## src/logic/odr_pkg.sv

```systemverilog
// Package for the output divider and lock-loss mask register bank.
// Assumes a byte-wide register port fed by the serial control port engine.
package odr_pkg;

    // ------------------------------------------------------------------
    // Register offsets
    // ------------------------------------------------------------------
    localparam logic [7:0] ODR_LOCK_LOSS_IRQ_MASK_OFS    = 8'h18;
    localparam logic [7:0] ODR_SHARED_HS_OUT_DIVIDER_OFS = 8'h19;
    localparam logic [7:0] ODR_OUT1_DIVIDER_TOP_OFS      = 8'h1F;
    localparam logic [7:0] ODR_OUT1_DIVIDER_MID_OFS      = 8'h20;
    localparam logic [7:0] ODR_OUT1_DIVIDER_LOW_OFS      = 8'h21;
    localparam logic [7:0] ODR_OUT2_DIVIDER_TOP_OFS      = 8'h22;
    localparam logic [7:0] ODR_OUT2_DIVIDER_MID_OFS      = 8'h23;
    localparam logic [7:0] ODR_OUT2_DIVIDER_LOW_OFS      = 8'h24;

    // ------------------------------------------------------------------
    // Reset values
    // ------------------------------------------------------------------
    localparam logic [7:0] ODR_LOCK_LOSS_IRQ_MASK_RST    = 8'h3F;
    localparam logic [7:0] ODR_SHARED_HS_OUT_DIVIDER_RST = 8'h20;
    localparam logic [7:0] ODR_OUT1_DIVIDER_TOP_RST      = 8'h00;
    localparam logic [7:0] ODR_OUT1_DIVIDER_MID_RST      = 8'h00;
    localparam logic [7:0] ODR_OUT1_DIVIDER_LOW_RST      = 8'h31;
    localparam logic [7:0] ODR_OUT2_DIVIDER_TOP_RST      = 8'h00;
    localparam logic [7:0] ODR_OUT2_DIVIDER_MID_RST      = 8'h00;
    localparam logic [7:0] ODR_OUT2_DIVIDER_LOW_RST      = 8'h31;

    // ------------------------------------------------------------------
    // Field positions and widths
    // ------------------------------------------------------------------
    localparam int         ODR_MASK_BIT        = 0;
    localparam int         ODR_HS_CODE_LSB     = 5;
    localparam int         ODR_HS_CODE_W       = 3;
    localparam int         ODR_LS_W            = 20;
    localparam int         ODR_TOP_NIBBLE_W    = 4;
    localparam logic [3:0] ODR_HS_RATIO_OFFSET = 4'h4;
    localparam logic [7:0] ODR_UNMAPPED_RDATA  = 8'h00;

    // ------------------------------------------------------------------
    // Carriers
    // ------------------------------------------------------------------
    typedef struct packed {
        logic [7:0] addr;
        logic [7:0] wdata;
        logic       wr;
        logic       rd;
    } odr_reg_req_t;

    typedef struct packed {
        logic                     irq_mask;
        logic [ODR_HS_CODE_W-1:0] hs_code;
        logic [ODR_LS_W-1:0]      out1_ls;
        logic [ODR_LS_W-1:0]      out2_ls;
        logic [7:0]               rdata;
    } odr_state_t;

endpackage

```

## src/logic/odr_tick_div.sv

```systemverilog
// Tick divider: emits one tick for every (max_count + 1) input ticks.
// Assumes in_tick is a single-cycle strobe on core_clk.
`timescale 1ns/100ps
module odr_tick_div #(
    parameter int WIDTH = 20
) (
    // Clock and reset
    input  wire logic             core_clk,
    input  wire logic             srst,
    // Division control
    input  wire logic [WIDTH-1:0] max_count,
    input  wire logic             in_tick,
    // Divided strobe
    output logic                  out_tick
);

    // ------------------------------------------------------------------
    // State
    // ------------------------------------------------------------------
    typedef struct packed {
        logic [WIDTH-1:0] cnt;
        logic             tick;
    } odr_div_state_t;

    odr_div_state_t state_reg;
    odr_div_state_t state_next;

    // Elaboration check: a one-bit counter cannot hold a useful ratio
    if (WIDTH < 2) begin : g_bad_width
        $error("odr_tick_div WIDTH must be at least 2");
    end

    // Count input ticks; a shrinking ratio wraps at once rather than running out
    always_comb begin
        state_next      = state_reg;
        state_next.tick = 1'b0;
        if (in_tick) begin
            if (state_reg.cnt >= max_count) begin
                state_next.cnt  = '0;
                state_next.tick = 1'b1;
            end else begin
                state_next.cnt = state_reg.cnt + WIDTH'(1);
            end
        end
    end

    // Register the state
    always_ff @(posedge core_clk) begin
        if (srst) begin
            state_reg <= '0;
        end else begin
            state_reg <= state_next;
        end
    end

    assign out_tick = state_reg.tick;

endmodule

```

## src/logic/odr_regs.sv

```systemverilog
// Output divider and lock-loss interrupt mask register bank.
// Assumes a serial control port engine presenting byte register accesses,
// and lock_loss_flag / other interrupt sources from logic on core_clk.
`timescale 1ns/100ps
module odr_regs (
    // Clock and reset
    input  wire logic                 core_clk,
    input  wire logic                 srst,
    // Register port
    input  wire odr_pkg::odr_reg_req_t reg_req,
    output logic [7:0]                reg_rdata,
    // Alarm sources
    input  wire logic                 lock_loss_flag,
    input  wire logic                 other_irq_status,
    input  wire logic                 irq_route_enable,
    // Shared interrupt pin
    output logic                      shared_irq_los_pin_out,
    output logic                      shared_irq_los_pin_oe,
    // Clock generation
    input  wire logic                 src_tick,
    output logic                      hs_tick,
    output logic                      clock_output_first,
    output logic                      clock_output_second,
    // Decoded divider settings
    output logic [3:0]                hs_ratio,
    output logic [19:0]               out1_ls_divider,
    output logic [19:0]               out2_ls_divider
);

    // ------------------------------------------------------------------
    // Register state
    // ------------------------------------------------------------------
    odr_pkg::odr_state_t state_reg;
    odr_pkg::odr_state_t state_next;

    localparam int LSW = odr_pkg::ODR_LS_W;
    localparam int HSL = odr_pkg::ODR_HS_CODE_LSB;
    localparam int TNW = odr_pkg::ODR_TOP_NIBBLE_W;

    logic             irq_status;
    logic [LSW-1:0]   ls_max [2];
    logic [1:0]       ls_tick;

    // ------------------------------------------------------------------
    // Elaboration checks
    // ------------------------------------------------------------------
    // The ports are fixed at the documented widths, so the package must agree
    if (LSW != 20 || TNW + 16 != LSW) begin : g_bad_ls_width
        $error("odr_regs low-speed divider fields must total twenty bits");
    end
    // Read-back packs the code above the reserved bits, filling one byte
    if (HSL + odr_pkg::ODR_HS_CODE_W != 8) begin : g_bad_hs_pos
        $error("odr_regs high-speed code must end at the top bit of its byte");
    end
    // Top code plus four must fit hs_ratio and the four-bit stage counter
    if ((1 << odr_pkg::ODR_HS_CODE_W) + int'(odr_pkg::ODR_HS_RATIO_OFFSET) > 16) begin : g_bad_hs_ratio
        $error("odr_regs high-speed ratio does not fit four bits");
    end
    // Read-back places the mask in bit zero next to the reserved pattern
    if (odr_pkg::ODR_MASK_BIT != 0) begin : g_bad_mask_pos
        $error("odr_regs mask bit must be bit zero");
    end

    // Register writes and registered read data
    always_comb begin
        state_next = state_reg;
        if (reg_req.wr) begin
            unique case (reg_req.addr)
                odr_pkg::ODR_LOCK_LOSS_IRQ_MASK_OFS: begin
                    // Only the mask moves; the flag is an input and is never stored here
                    state_next.irq_mask = reg_req.wdata[odr_pkg::ODR_MASK_BIT];
                end
                odr_pkg::ODR_SHARED_HS_OUT_DIVIDER_OFS: begin
                    state_next.hs_code = reg_req.wdata[HSL +: odr_pkg::ODR_HS_CODE_W];
                end
                odr_pkg::ODR_OUT1_DIVIDER_TOP_OFS: begin
                    state_next.out1_ls[19:16] = reg_req.wdata[TNW-1:0];
                end
                odr_pkg::ODR_OUT1_DIVIDER_MID_OFS: begin
                    state_next.out1_ls[15:8] = reg_req.wdata;
                end
                odr_pkg::ODR_OUT1_DIVIDER_LOW_OFS: begin
                    state_next.out1_ls[7:0] = reg_req.wdata;
                end
                odr_pkg::ODR_OUT2_DIVIDER_TOP_OFS: begin
                    state_next.out2_ls[19:16] = reg_req.wdata[TNW-1:0];
                end
                odr_pkg::ODR_OUT2_DIVIDER_MID_OFS: begin
                    state_next.out2_ls[15:8] = reg_req.wdata;
                end
                odr_pkg::ODR_OUT2_DIVIDER_LOW_OFS: begin
                    state_next.out2_ls[7:0] = reg_req.wdata;
                end
                default: begin
                    state_next.out2_ls = state_reg.out2_ls;
                end
            endcase
        end
        if (reg_req.rd) begin
            unique case (reg_req.addr)
                // Reserved bits read back their reset pattern
                odr_pkg::ODR_LOCK_LOSS_IRQ_MASK_OFS: begin
                    state_next.rdata = {odr_pkg::ODR_LOCK_LOSS_IRQ_MASK_RST[7:1], state_reg.irq_mask};
                end
                odr_pkg::ODR_SHARED_HS_OUT_DIVIDER_OFS: begin
                    state_next.rdata = {state_reg.hs_code,
                                        odr_pkg::ODR_SHARED_HS_OUT_DIVIDER_RST[HSL-1:0]};
                end
                odr_pkg::ODR_OUT1_DIVIDER_TOP_OFS: begin
                    state_next.rdata = {odr_pkg::ODR_OUT1_DIVIDER_TOP_RST[7:4], state_reg.out1_ls[19:16]};
                end
                odr_pkg::ODR_OUT1_DIVIDER_MID_OFS: begin
                    state_next.rdata = state_reg.out1_ls[15:8];
                end
                odr_pkg::ODR_OUT1_DIVIDER_LOW_OFS: begin
                    state_next.rdata = state_reg.out1_ls[7:0];
                end
                odr_pkg::ODR_OUT2_DIVIDER_TOP_OFS: begin
                    state_next.rdata = {odr_pkg::ODR_OUT2_DIVIDER_TOP_RST[7:4], state_reg.out2_ls[19:16]};
                end
                odr_pkg::ODR_OUT2_DIVIDER_MID_OFS: begin
                    state_next.rdata = state_reg.out2_ls[15:8];
                end
                odr_pkg::ODR_OUT2_DIVIDER_LOW_OFS: begin
                    state_next.rdata = state_reg.out2_ls[7:0];
                end
                default: begin
                    state_next.rdata = odr_pkg::ODR_UNMAPPED_RDATA;
                end
            endcase
        end
    end

    // Register the state; reset loads the power-up defaults
    // Reserved bits have no storage, so reset touches only the fields
    always_ff @(posedge core_clk) begin
        if (srst) begin
            state_reg.irq_mask <= odr_pkg::ODR_LOCK_LOSS_IRQ_MASK_RST[odr_pkg::ODR_MASK_BIT];
            state_reg.hs_code  <= odr_pkg::ODR_SHARED_HS_OUT_DIVIDER_RST[HSL +: odr_pkg::ODR_HS_CODE_W];
            state_reg.out1_ls  <= {odr_pkg::ODR_OUT1_DIVIDER_TOP_RST[TNW-1:0],
                                   odr_pkg::ODR_OUT1_DIVIDER_MID_RST,
                                   odr_pkg::ODR_OUT1_DIVIDER_LOW_RST};
            state_reg.out2_ls  <= {odr_pkg::ODR_OUT2_DIVIDER_TOP_RST[TNW-1:0],
                                   odr_pkg::ODR_OUT2_DIVIDER_MID_RST,
                                   odr_pkg::ODR_OUT2_DIVIDER_LOW_RST};
            state_reg.rdata    <= odr_pkg::ODR_UNMAPPED_RDATA;
        end else begin
            state_reg <= state_next;
        end
    end

    // ------------------------------------------------------------------
    // Interrupt combine and shared pin
    // ------------------------------------------------------------------
    // Mask only gates the flag's contribution; other sources pass untouched
    assign irq_status = (lock_loss_flag & ~state_reg.irq_mask)
                      | other_irq_status;
    // Pin released (not driven) while routing is off
    assign shared_irq_los_pin_out = irq_status & irq_route_enable;
    assign shared_irq_los_pin_oe  = irq_route_enable;

    // Read data holds until the next read strobe replaces it
    assign reg_rdata = state_reg.rdata;

    // ------------------------------------------------------------------
    // Divider chain
    // ------------------------------------------------------------------
    assign hs_ratio        = {1'b0, state_reg.hs_code} + odr_pkg::ODR_HS_RATIO_OFFSET;
    assign out1_ls_divider = state_reg.out1_ls;
    assign out2_ls_divider = state_reg.out2_ls;

    // Common high-speed stage; width 4 holds max count of 10
    odr_tick_div #(
        .WIDTH (4)
    ) u_hs_div (
        .core_clk  (core_clk),
        .srst      (srst),
        .max_count (hs_ratio - 4'h1),
        .in_tick   (src_tick),
        .out_tick  (hs_tick)
    );

    // Per-output low-speed stages share the high-speed tick
    generate
        for (genvar i = 0; i < 2; i++) begin : g_ls
            logic [LSW-1:0] ls_val;
            assign ls_val = (i == 0) ? state_reg.out1_ls : state_reg.out2_ls;
            // Zero means divide by one; even values are software's fault and divide as written
            assign ls_max[i] = (ls_val == '0) ? '0 : ls_val - LSW'(1);
            odr_tick_div #(
                .WIDTH (LSW)
            ) u_ls_div (
                .core_clk  (core_clk),
                .srst      (srst),
                .max_count (ls_max[i]),
                .in_tick   (hs_tick),
                .out_tick  (ls_tick[i])
            );
        end
    endgenerate

    assign clock_output_first  = ls_tick[0];
    assign clock_output_second = ls_tick[1];

endmodule

```

## config.mk

```make
export PLATFORM = sky130hd
export DESIGN_NAME = odr_regs
export DESIGN_NICKNAME = d
export VERILOG_FILES = /design/src/logic/odr_pkg.sv /design/src/logic/odr_tick_div.sv /design/src/logic/odr_regs.sv
export SDC_FILE = /design/constraint.sdc
export NUM_CORES = 1
export LEC_CHECK = 0
export ABC_AREA = 1
export BUFFER_PORTS_ARGS = -buffer_cell sky130_fd_sc_hd__buf_4
export CAP_MARGIN = 10
export CORE_MARGIN = 4
export CORE_UTILIZATION = 40
export CTS_CLUSTER_SIZE = 28
export DETAILED_ROUTE_END_ITERATION = 7
export PLACE_DENSITY_LB_ADDON = 0.08
export SLEW_MARGIN = 20
export SYNTH_ARGS = -nofsm -noshare
export SYNTH_HDL_FRONTEND = slang
export SYNTH_SLANG_ARGS = --single-unit
```

## constraint.sdc

```tcl
create_clock -name core_clk -period 5.12 [get_ports core_clk]
set_input_delay 0 -clock core_clk [delete_from_list [all_inputs] [get_ports core_clk]]
set_output_delay 0 -clock core_clk [all_outputs]
set_load 0.01 [all_outputs]
```

Yosys cells after proc, flatten, opt, wreduce, memory -nomap -nowiden

Index checks and enable logic that the tools add are counted.

Add/sub/neg operators: 7
Magnitude comparators: 3
Equality and inequality tests: 8
Multiplexer cells: 9
Bitwise gates (word level): 6
Reductions and logical operators: 12

Operators with widths:

| operator                                           | count |
|---|---|
| 2-to-1 mux 20 bit                                  | 4 |
| case mux 8 bit (8 select lines)                    | 1 |
| adder 20 x 1 -> 20 bit, second input constant      | 2 |
| == test 8 x 6 -> 1 bit, second input constant      | 5 |
| >= comparator 20 bit                               | 2 |
| zero test 20 bit                                   | 2 |
| subtractor 20 x 1 -> 20 bit, second input constant | 2 |
| == test 8 x 5 -> 1 bit, second input constant      | 3 |
| AND reduction 2 bit                                | 8 |
| adder 3 x 3 -> 4 bit, second input constant        | 1 |
| adder 4 x 1 -> 4 bit, second input constant        | 1 |
| >= comparator 4 bit                                | 1 |
| 2-to-1 mux 4 bit                                   | 1 |
| OR reduction 2 bit                                 | 2 |
| subtractor 4 x 1 -> 4 bit, second input constant   | 1 |
| 2-to-1 mux 1 bit                                   | 3 |
| inverter 1 bit                                     | 3 |
| AND 1 bit                                          | 2 |
| OR 1 bit                                           | 1 |

Bits in registers: 99
Bits of input ports: 24
Output and inout port bits: 57
Word-level logic and storage cells: 60

Depth between registers and ports, before layout

Gate-level depths: netlist of run 1.

Depth after elaboration: 4
Depth in mapped cells: 22
Mapped depth without buffers: 20

Cells and area by module

From an unflattened synthesis of run 1, not the netlist that was laid out.

Cell total of the unflattened synthesis: 1,130
Area total of the unflattened synthesis: 7,687.4 µm²

By module, submodules not included:

| module                              | times used | cells an instance | area an instance (µm²) | seq. area each (µm²) |
|---|---|---|---|---|
| odr_regs                            | 1          | 616               | 4,115.2                | 1,041.0 |
| odr_tick_div (g_ls[0].u_ls_div ...) | 2          | 237               | 1,630.3                | 420.4 |
| odr_tick_div (u_hs_div)             | 1          | 40                | 311.5                  | 100.1 |

Least setup slack after synthesis of run 1

Ideal clock, no wire load.

Path kind: reg-to-reg
From: reg state_reg (netlist bit out2_ls_divider[0])
To: reg g_ls[1].u_ls_div.state_reg[12] (netlist name)
Setup time: 0.117 ns
Data arrival time: 2.439 ns
Data required time: 5.003 ns
Slack: 2.564 ns
Cell stages (with the launch flop): 19
Buffers on the path: 2
Clock period less this slack: 2.556 ns
Path through: dfxtp_1 > clkinv_1 > ha_1 > nand2_1 > nor2_1 > nand3_1 > buf_2 > nand3_1 > ha_1 > nand2_1 > nor2_1 > nand2_1 > nor2_1 > nand2_1 > nand4_1 > nand2_1 > nand2_1 > buf_2 > nor2_1

Cells in the longest elaborated chain, start to end: 4
Elaborated cells on any way between the ends: 5
Those cells by class: add/sub (1); order compare (1); mux (2); reduce/logical (1)

Ends and longest elaborated chain:

| element                                                         | RTL line           | source |
|---|---|---|
| start: declaration                                              | odr_regs.sv:33     | `odr_pkg::odr_state_t state_reg;` |
| start signal: assignment                                        | odr_regs.sv:148    | `state_reg <= state_next;` |
| subtractor 20 x 1 -> 20 bit or zero test 20 bit (tied branches) | odr_regs.sv:189    | `assign ls_max[i] = (ls_val == '0) ? '0 : ls_val - LSW'(1);` |
| 2-to-1 mux 20 bit (*)                                           | odr_regs.sv:189    |  |
| >= comparator 20 bit (*)                                        | odr_tick_div.sv:38 | `if (state_reg.cnt >= max_count) begin` |
| 2-to-1 mux 20 bit (*)                                           | odr_tick_div.sv:38 |  |
| end signal: assignment                                          | odr_tick_div.sv:52 | `state_reg <= state_next;` |
| end: declaration                                                | odr_tick_div.sv:25 | `odr_div_state_t state_reg;` |

Mark *: on every way between the ends. The rest lies on a longest branch, timed or not.
A chain may end at the register's enable or synchronous reset.

Worst setup path after layout of run 1

From: reg state_reg (netlist bit out2_ls_divider[1])
To: reg g_ls[1].u_ls_div.state_reg[6] (netlist name)

The elaborated chain is that of the path after synthesis.

==> flow_results.org, run 1 <==
** Worst setup path
- Reg-to-reg critical path startpoint :: out2_ls_divider[1]
- Startpoint kind of the worst setup timing path :: flip-flop
- The worst setup path is captured at a flip-flop.
- The most critical setup path has its startpoint at out2_ls_divider[1].
- CP max FO :: 20
- Endpoint arrival time on the critical path :: 3.85 ns
- By startpoint and endpoint, the worst setup path is classified as flip-flop to flip-flop.
- On the critical path, the stage with the largest delay is an instance of sky130_fd_sc_hd__nand3_1.
- CP required :: 5.39 ns
- Critical path's most frequent cell :: sky130_fd_sc_hd__nand2_1
- Delay-heaviest family, CP :: simple AND/OR/NAND/NOR gates
- Delay of the slowest cell on the worst path :: 0.46 ns
- The critical path goes through inv_1, ha_1, nand2_1, nor2_1, nand3_1, nand3_1, ha_1, nand2_1, inv_1, nand2_1, nand2_1, a21oi_1, nand4_1, nand2_1, nand2_1, nor2_1.
- Together, buffers and inverters on the worst path number 2.

** STA
- Once routing completed, OpenROAD measured the worst setup slack at 1.54 ns.
- Summed over all failing endpoints, the final setup total negative slack is 0 ns.
- The final hold violation count is 0.
- Final worst path period share :: 70.0%
- The total count of max-transition violations in the final report was 0.
- Endpoints failing setup :: 0
- Worst slew margin relative to its limit :: 50.6%
- Setup repair after global routing left no endpoint under its margin.
- Hold timing on the final database bottoms out at a slack of 0.0172 ns.
- Clock skew on the completed layout was measured at 0.00988 ns.
- The worst path needs 3.58 ns of the cycle, external delays included.
- Actual transition at the worst max-transition pin :: 0.739 ns
- Static timing analysis puts the maximum clock frequency at 0.279 GHz.

** Route
- In this run the remaining antenna-violating nets after routing total 0.
- Final wirelength :: 19900 µm
- The first routing iteration left 382 violations.
- The first detailed-routing pass took 5 iterations.
- Detailed routing inserted a total of 6516 vias.
- Detailed-route DRC error count :: 0
- After detailed routing, the average wire length per cell comes to 15.1 µm.
- Dividing the detail-routed via count by the number of cells gives 4.97.

** Floorplan
- The floorplan step defined a core boundary enclosing 0.0172 mm².
- In this run the count of I/O pins placed on the die edge is 81.
- Die Height :: 140 µm
- For this configuration, the core starts out at a cell density of 40.6%.
- The die covers 0.0197 mm².
- In this run the horizontal extent of the chip is 140 µm.
- Number of cell rows :: 48

** Clock network
- CTS-repair resized insts :: 0
- The root buffer cell chosen for the clock tree is sky130_fd_sc_hd__clkbuf_16.
- Once the clock tree was built, the setup fixing pass inserted 0 buffers.
- The clock reaches the later pin of the worst-skew pair after 0.35 ns.
- Buffers inserted during clock tree synthesis total 9.
- H-tree levels :: 3
- CTS sink count :: 99
- Clock tree from TritonCTS :: done
- Post-CTS clock slew at the launch and capture registers of the worst setup and hold paths :: 0.07 ns
- The clock passes through at most 2 buffers.
- Number of hold-repair buffers added at the cts stage :: 10

** Placed design
- Final HPWL DP :: 15400 µm
- Final weighted congestion in routability-driven placement :: 0.850
- PortBufs :: 80
- OpenSTA, run right after detailed placement, puts the worst setup slack at 1.55 ns.

** Cells and area
- Layout fillers :: 1857
- N_diodes :: 0
- For this run, the post-layout net count is 1156.
- Flip-flop count of the largest register, all copies and words added :: 40
- Fraction of layout cells with a size suffix above 1 :: 12.3%
- Footprint of the multi-input gates :: 0.00407 mm²
- For this run, the share of the core covered by cells in the final layout is 45.1%.
- In the final layout, flip-flops and latches occupy 0.00198 mm².
- Area growth, synth to finish :: 11.0%

** Logic synthesis
- The cell area that synthesis handed to floorplanning was 0.00701 mm².
- Cells after synthesis :: 1048
- Counting flops and latches in the post-synthesis netlist gives 99.
- Synthesis instantiated 36 different standard cells from the library.
- Share of the yosys chip area belonging to registers :: 28.3%
- Counting every net in the synthesized netlist gives 1122.
- During synthesis, Yosys emitted a total of 0 warnings.
- After synthesis, the mean cell area works out to 6.68 µm².

** Power
- Power per cell area :: 199 mW/mm²
- VDD IR-drop max :: 0.151 mV
- Reported leakage power :: 3.61 nW

** Worst hold path
- The tightest min-delay check is of the input pin to flip-flop type.
- Start point of the worst hold path :: reg_req[8]

** Status
- The run finished with clean final reports.

** Global routing
- Global routing consumed, over all layers together, 20.3% of the routing resources.
- The via count of the first global-routing pass was 5966.
- Initial antenna violation count :: 0
- Entering global routing, the biggest net connects 41 pins.
- First-pass GRT wire length :: 32000 µm
- Overflow after GRT :: 0

** Flow run
- Max-cap violations in this run came to 0.
## layer usage
layer / track usage [%] / share of wire (%) / vias up
li1: - / - / 3421
met1: 29.4 / 50 / 2945
met3: 4.40 / 4.4 / 13
met2: 31.2 / 45 / 137
met5: 0 / 0 / -
met4: 3.77 / 0.76 / 0
## final timing paths
check | slack [ns] | cells after the start | endpoint
max | 1.54 | 16 | g_ls[1].u_ls_div.state_reg[6]
min | 0.02 | 3 | out1_ls_divider[14]
max reg2reg | 1.54 | 16 | g_ls[1].u_ls_div.state_reg[6]
min reg2reg | 0.47 | 2 | reg_rdata[7]
## final cells by class
class,instances,area share (%)
clock buffer,12,3.30
clock inverter,4,0.402
inverter,119,5.74
multi-input combinational,761,52.3
sequential,99,25.5
tap,225,3.62
timing repair buffer,92,9.20
## synthesized netlist by cell type, drive strengths merged
| cell | number | area, µm² |
|---|---|---|
| nand2 | 233 | 897 |
| nor2 | 156 | 641 |
| inv | 117 | 439 |
| dfxtp | 99 | 1980 |
| nand3 | 80 | 400 |
| o21ai | 70 | 350 |
| buf | 64 | 484 |
| a21oi | 62 | 310 |
| ha | 50 | 626 |
| xor2 | 29 | 254 |
| nand4 | 21 | 159 |
| nor3 | 21 | 126 |
| xnor2 | 10 | 87.6 |
| o21bai | 7 | 52.6 |
| nor4 | 5 | 31.3 |
| clkbuf | 4 | 15.0 |
| mux2i | 4 | 40.0 |
| a21o | 3 | 22.5 |
| o211ai | 3 | 22.5 |
| or2 | 3 | 18.8 |
| clkinv | 2 | 7.51 |
| o22ai | 2 | 12.5 |
| and3 | 1 | 6.26 |
| dlymetal6s2s | 1 | 12.5 |
| o21a | 1 | 7.51 |
## power breakdown
group / internal, mW / switching, mW / total (mW)
sequential: 0.772 / 0.00345 / 0.775
combinational: 0.0326 / 0.0537 / 0.0863
clock: 0.361 / 0.325 / 0.686
## cell usage in the layout, fill, tap and decap left out, types with 10 or more instances in the layout
| cell | count |
|---|---|
| sky130_fd_sc_hd__nand2_1 | 224 |
| sky130_fd_sc_hd__nor2_1 | 144 |
| sky130_fd_sc_hd__inv_1 | 110 |
| sky130_fd_sc_hd__dfxtp_1 | 99 |
| sky130_fd_sc_hd__buf_4 | 82 |
| sky130_fd_sc_hd__nand3_1 | 80 |
| sky130_fd_sc_hd__o21ai_0 | 69 |
| sky130_fd_sc_hd__a21oi_1 | 62 |
| sky130_fd_sc_hd__ha_1 | 50 |
| sky130_fd_sc_hd__xor2_1 | 29 |
| sky130_fd_sc_hd__nand4_1 | 18 |
| sky130_fd_sc_hd__nor3_1 | 18 |
| sky130_fd_sc_hd__xnor2_1 | 10 |
| sky130_fd_sc_hd__dlygate4sd3_1 | 10 |
## metrics by stage
| step | total power, mW | area [µm²] | cells |
|---|---|---|---|
| 6_report | 1.55 | 7780 | 1312 |
| 5_1_grt | 1.61 | 7780 | 1312 |
| 4_1_cts | 1.57 | 7780 | 1312 |
| 3_5_place_dp | 0.874 | 7390 | 1286 |
| 3_3_place_gp | 0.874 | 7390 | 1286 |
| 2_1_floorplan | 0.837 | 7010 | 1048 |
## kinds of logic (layout without fill, tap and decap cells)
group,after synthesis,after routing,share of synthesized area [%]
xor gates and xnor gates,39,39,4.88
muxes,4,4,0.572
DFF,99,99,28.3
and+or+nand+nor,520,520,32.5
buffers and inverters,188,227,13.7
adders and majority gates,50,50,8.93
AOI/OAI and AO/OA,148,148,11.1
## worst min-delay path: stages
cell and delay (ns):
sky130_fd_sc_hd__buf_4 0.14, sky130_fd_sc_hd__o21ai_0 0.09, sky130_fd_sc_hd__a21oi_1 0.10
(Power assumes the default switching activity.)
==> run 2: changes to the inputs <==
Settings changed: ABC_AREA 1 to 0.
Clock period 5.12 ns to 3.7 ns, I/O delays scaled along.
==> flow_results.org, run 2 <==
** Status
- Run status :: finished, final reports clean

** Cells and area
- Nets :: 946 (-18%)
- The fraction of final layout cells sized beyond drive strength 1 was 17.8% (+5.5 points).
- Count of non-filler cells in the finished layout :: 1097 (-16%)
- Most common cell after layout, fill and taps aside :: sky130_fd_sc_hd__nand2_1
- Core utilization of the finished layout :: 46.9% (+1.8 points)
- The area growth from synthesis to layout is 14.2%.
- Flip-flop count of the largest register, all copies and words added :: 40 (unchanged)
- In the layout the commonest cells are sky130_fd_sc_hd__nand2_1, sky130_fd_sc_hd__buf_4, sky130_fd_sc_hd__dfxtp_1, sky130_fd_sc_hd__nor2_1, sky130_fd_sc_hd__ha_1.
- The number of diodes added for antenna fixing came to 0 (unchanged).

** STA
- The relative max-transition margin is 48.8% (-1.8 points).
- Setup repair after global routing left no endpoint under its margin.
- Tmin final :: 3.46 ns (-0.125 ns)
- The setup slack after layout is 0.243 ns (-1.30 ns).
- Setup tns final :: 0 ns (unchanged)
- The number of failing setup endpoints in the final timing report is 0 (unchanged).
- Timing-limited maximum frequency :: 0.289 GHz (+3.6%)
- The final worst-path cycle share is 93.4% (+23 points).
- Number of max-slew violations in the final report :: 0 (unchanged)
- Setup clock skew after layout :: 0.0116 ns (+0.00172 ns)
- The final hold violation count came to 0 (unchanged).
- The worst-margin pin slew was 0.767 ns (+0.0286 ns).

** Clock network
- Clock tree from TritonCTS :: done
- The clock edge transition at the registers on the reported setup and hold paths is 0.08 ns (about the same).
- Clock tree synthesis selected as its root buffer the cell sky130_fd_sc_hd__clkbuf_16.
- H-tree levels :: 3 (unchanged)
- The TritonCTS sink count is 99 (unchanged).
- Number of CTS-inserted buffers :: 9 (unchanged)
- Clock network latency to the later pin of the worst-skew pair :: 0.36 ns (about the same)
- The largest buffer count on any clock path is 2 (unchanged).

** Global routing
- The global-route wire length before repair came to 30600 µm (-4.2%).
- The overall overflow remaining after global route came to 0 (unchanged).
- Vias in the first global route :: 5706 (-4.4%)
- The initial antenna violation count was 0 (unchanged).
- The global-route total usage across every layer came to 19.5% (-0.77 points).
- The largest net degree at the start of global routing was 70 (+71%).

** Worst setup path
- Class of the most critical setup path :: flip-flop to flip-flop
- The worst setup path is launched from a flip-flop.
- CP max FO :: 17 (-15%)
- In this run the worst setup path begins at out2_ls_divider[7].
- In this run the critical register-to-register path is launched from out2_ls_divider[7].
- The depth of the worst register-to-register path was 12 (-4).
- Endpoint arrival time on the critical path :: 3.74 ns (-0.11 ns)
- Reg-to-reg slack, setup :: 0.24 ns (-1.30 ns)
- Critical register-to-register path endpoint :: g_ls[1].u_ls_div.state_reg[8]
- CP required :: 3.99 ns (-1.40 ns)
- Worst Setup EP :: g_ls[1].u_ls_div.state_reg[8]
- The worst setup path is captured at a flip-flop.

** Logic synthesis
- The count of synthesis-stage warnings from yosys came to 0 (unchanged).
- Largest cells by area after synthesis :: sky130_fd_sc_hd__dfxtp_1, sky130_fd_sc_hd__ha_1, sky130_fd_sc_hd__nand2_1
- Leading cell type by number of instances after synthesis :: sky130_fd_sc_hd__nand2_1
- Share of the yosys chip area belonging to registers :: 29.0% (+0.70 points)
- The post-synthesis area per instance is 8.24 µm² (+23%).
- The number of flops mapped to enable cells by yosys came to 0 (unchanged).
- In the synthesized netlist the dominant register cell turns out to be sky130_fd_sc_hd__dfxtp_1.
- The post-synthesis register bit count came to 99 (unchanged).
- Post-synth net total :: 904 (-19%)
- Most frequent cells after synthesis :: sky130_fd_sc_hd__nand2_1, sky130_fd_sc_hd__dfxtp_1, sky130_fd_sc_hd__nor2_1
- The number of cells produced by synthesis was 830 (-21%).
- The largest total area in the synthesized netlist belongs to sky130_fd_sc_hd__dfxtp_1.
- Distinct cell type count of the synthesized netlist :: 78 (+120%)
- The combined area of all synthesized cells was 0.00684 mm² (-2.4%).
- Proportion of synthesized flip-flops having asynchronous set or reset :: 0% (unchanged)
- Area share of the largest cell type after synthesis :: 29.0% (+0.70 points)

** Placed design
- The final weighted congestion in routability-driven placement is 0.890 (+4.7%).
- The worst-case setup slack after placement was 0.178 ns (-1.37 ns).
- The number of placed instances, taps included is 1068 (-17%).
- PortBufs :: 80 (unchanged)
- The detailed placement HPWL is 14600 µm (-5.2%).

** Route
- Number of routed nets with antenna violations :: 0 (unchanged)
- The via total after detailed routing was 6064 (-6.9%).
- 1st-iter DRT viols :: 336 (-12%)
- Number of vias per cell after detailed routing :: 5.53 (+11%)
- Routed wire length per instance :: 17.6 µm (+16%)
- The routed wire length was 19300 µm (-2.9%).
- Detailed-route DRC error count :: 0 (unchanged)
- The total iterations of the first detailed-routing run came to 5 (unchanged).

** Floorplan
- The initial standard-cell utilization of the core is 41.1% (+0.43 points).
- Die footprint :: 0.0192 mm² (-2.3%)
- The core box area came to 0.0166 mm² (-3.4%).
- Number of cell rows :: 47 (-2.1%)
- Io pins :: 81 (unchanged)
- DIE WIDTH :: 139 µm (-1.2%)
- Die Height :: 139 µm (-1.2%)

** Power
- The leakage power of the design was 3.31 nW (-8.3%).
- VDD IR-drop max :: 0.234 mV (+54%)
- The total power divided by cell area came to 283 mW/mm² (+42%).

** Worst hold path
- Cell count of the worst hold path :: 5 (+2)
- The min-delay analysis places its worst path in the category input pin to flip-flop.

** Flow run
- Max-capacitance violation count :: 0 (unchanged)
-- run 2: changes by cell type after synthesis, moves of 15 or more --
cell / previous run / this run
sky130_fd_sc_hd__nand2_1: 224 / 117
sky130_fd_sc_hd__inv_1: 110 / 19
sky130_fd_sc_hd__nor2_1: 144 / 70
sky130_fd_sc_hd__o21ai_0: 69 / 13
sky130_fd_sc_hd__nand3_1: 80 / 33
sky130_fd_sc_hd__mux2i_1: 4 / 34
sky130_fd_sc_hd__xnor2_1: 10 / 33
sky130_fd_sc_hd__a21oi_1: 62 / 40
sky130_fd_sc_hd__nor4_1: 5 / 20
-- run 2: worst min-delay path by stage --
| stage | startpoint | end | slack [ns] |
|---|---|---|---|
| 2_1_floorplan | irq_route_enable | shared_irq_los_pin_oe | 0.09 |
| 3_3_place_gp | irq_route_enable | shared_irq_los_pin_oe | 0.19 |
| 3_5_place_dp | irq_route_enable | shared_irq_los_pin_oe | 0.19 |
| 4_1_cts | reg_req[12] | reg_rdata[0] | 0.15 |
| 5_1_grt | reg_req[12] | reg_rdata[0] | 0.19 |
| 6_report | reg_req[12] | reg_rdata[0] | 0.16 |
-- run 2: report_power, final --
group,internal [mW],switching [mW],total (mW)
Sequential,1.07,0.00727,1.08
Clock,0.539,0.469,1.01
Combinational,0.0491,0.0729,0.122
-- run 2: cell families after synthesis --
kind of cell	count (synthesis)	share of synthesized area, %
flops	99	29.0
buf+inv	105	8.99
compound gates	109	11.1
fa+ha+maj	50	9.15
simple gates	365	27.8
xor+xnor	62	7.94
mux	40	5.97
-- run 2: area by class of cell --
class / instances / area, µm²
clock buffer: 9 / 225
clock inverter: 7 / 82.6
fill: 1598 / 8840
inverter: 19 / 71.3
multi-input combinational: 626 / 4250
sequential: 99 / 1980
tap: 220 / 275
timing repair buffer: 117 / 918
-- run 2: worst max-delay path, cell delays in order, from the launching register on --
cell                        delay (ns)
sky130_fd_sc_hd__dfxtp_1          0.32
sky130_fd_sc_hd__or4_4            0.57
sky130_fd_sc_hd__nor4_4           0.32
sky130_fd_sc_hd__nand3_1          0.18
sky130_fd_sc_hd__xnor2_1          0.17
sky130_fd_sc_hd__nand2_1          0.09
sky130_fd_sc_hd__ha_1             0.30
sky130_fd_sc_hd__a21o_1           0.18
sky130_fd_sc_hd__a21o_1           0.20
sky130_fd_sc_hd__a2111oi_4        0.51
sky130_fd_sc_hd__a41oi_2          0.17
sky130_fd_sc_hd__buf_4            0.25
sky130_fd_sc_hd__a21oi_1          0.12
-- run 2: through the flow --
stage          total power [mW]  hold slack, ns  instance area [µm²]
2_1_floorplan              1.16          0.0918                 6840
4_1_cts                    2.24           0.153                 7780
3_5_place_dp               1.21           0.193                 7360
3_3_place_gp               1.21           0.189                 7360
6_report                   2.21           0.164                 7810
5_1_grt                    2.29           0.190                 7810
-- run 2: timing repair --
item / 4_1_cts / 5_1_grt
hold buffers: 11 / 0
buffers inserted: 0 / 2
setup endpoints to repair: 0 / 24
endpoints found under the hold margin: 48 / 0
resized for setup: 0 / 3
-- run 2: per-layer routing --
metal  vias up  share of wire, %  global-route usage [%]  wire length, µm
met1      2905                46                    25.8             8810
met3        16               5.0                    4.31              960
met2       160                48                    32.5             9260
li1       2983                 -                       -                -
met5         -                 0                       0                0
met4         0               1.2                    4.94              233
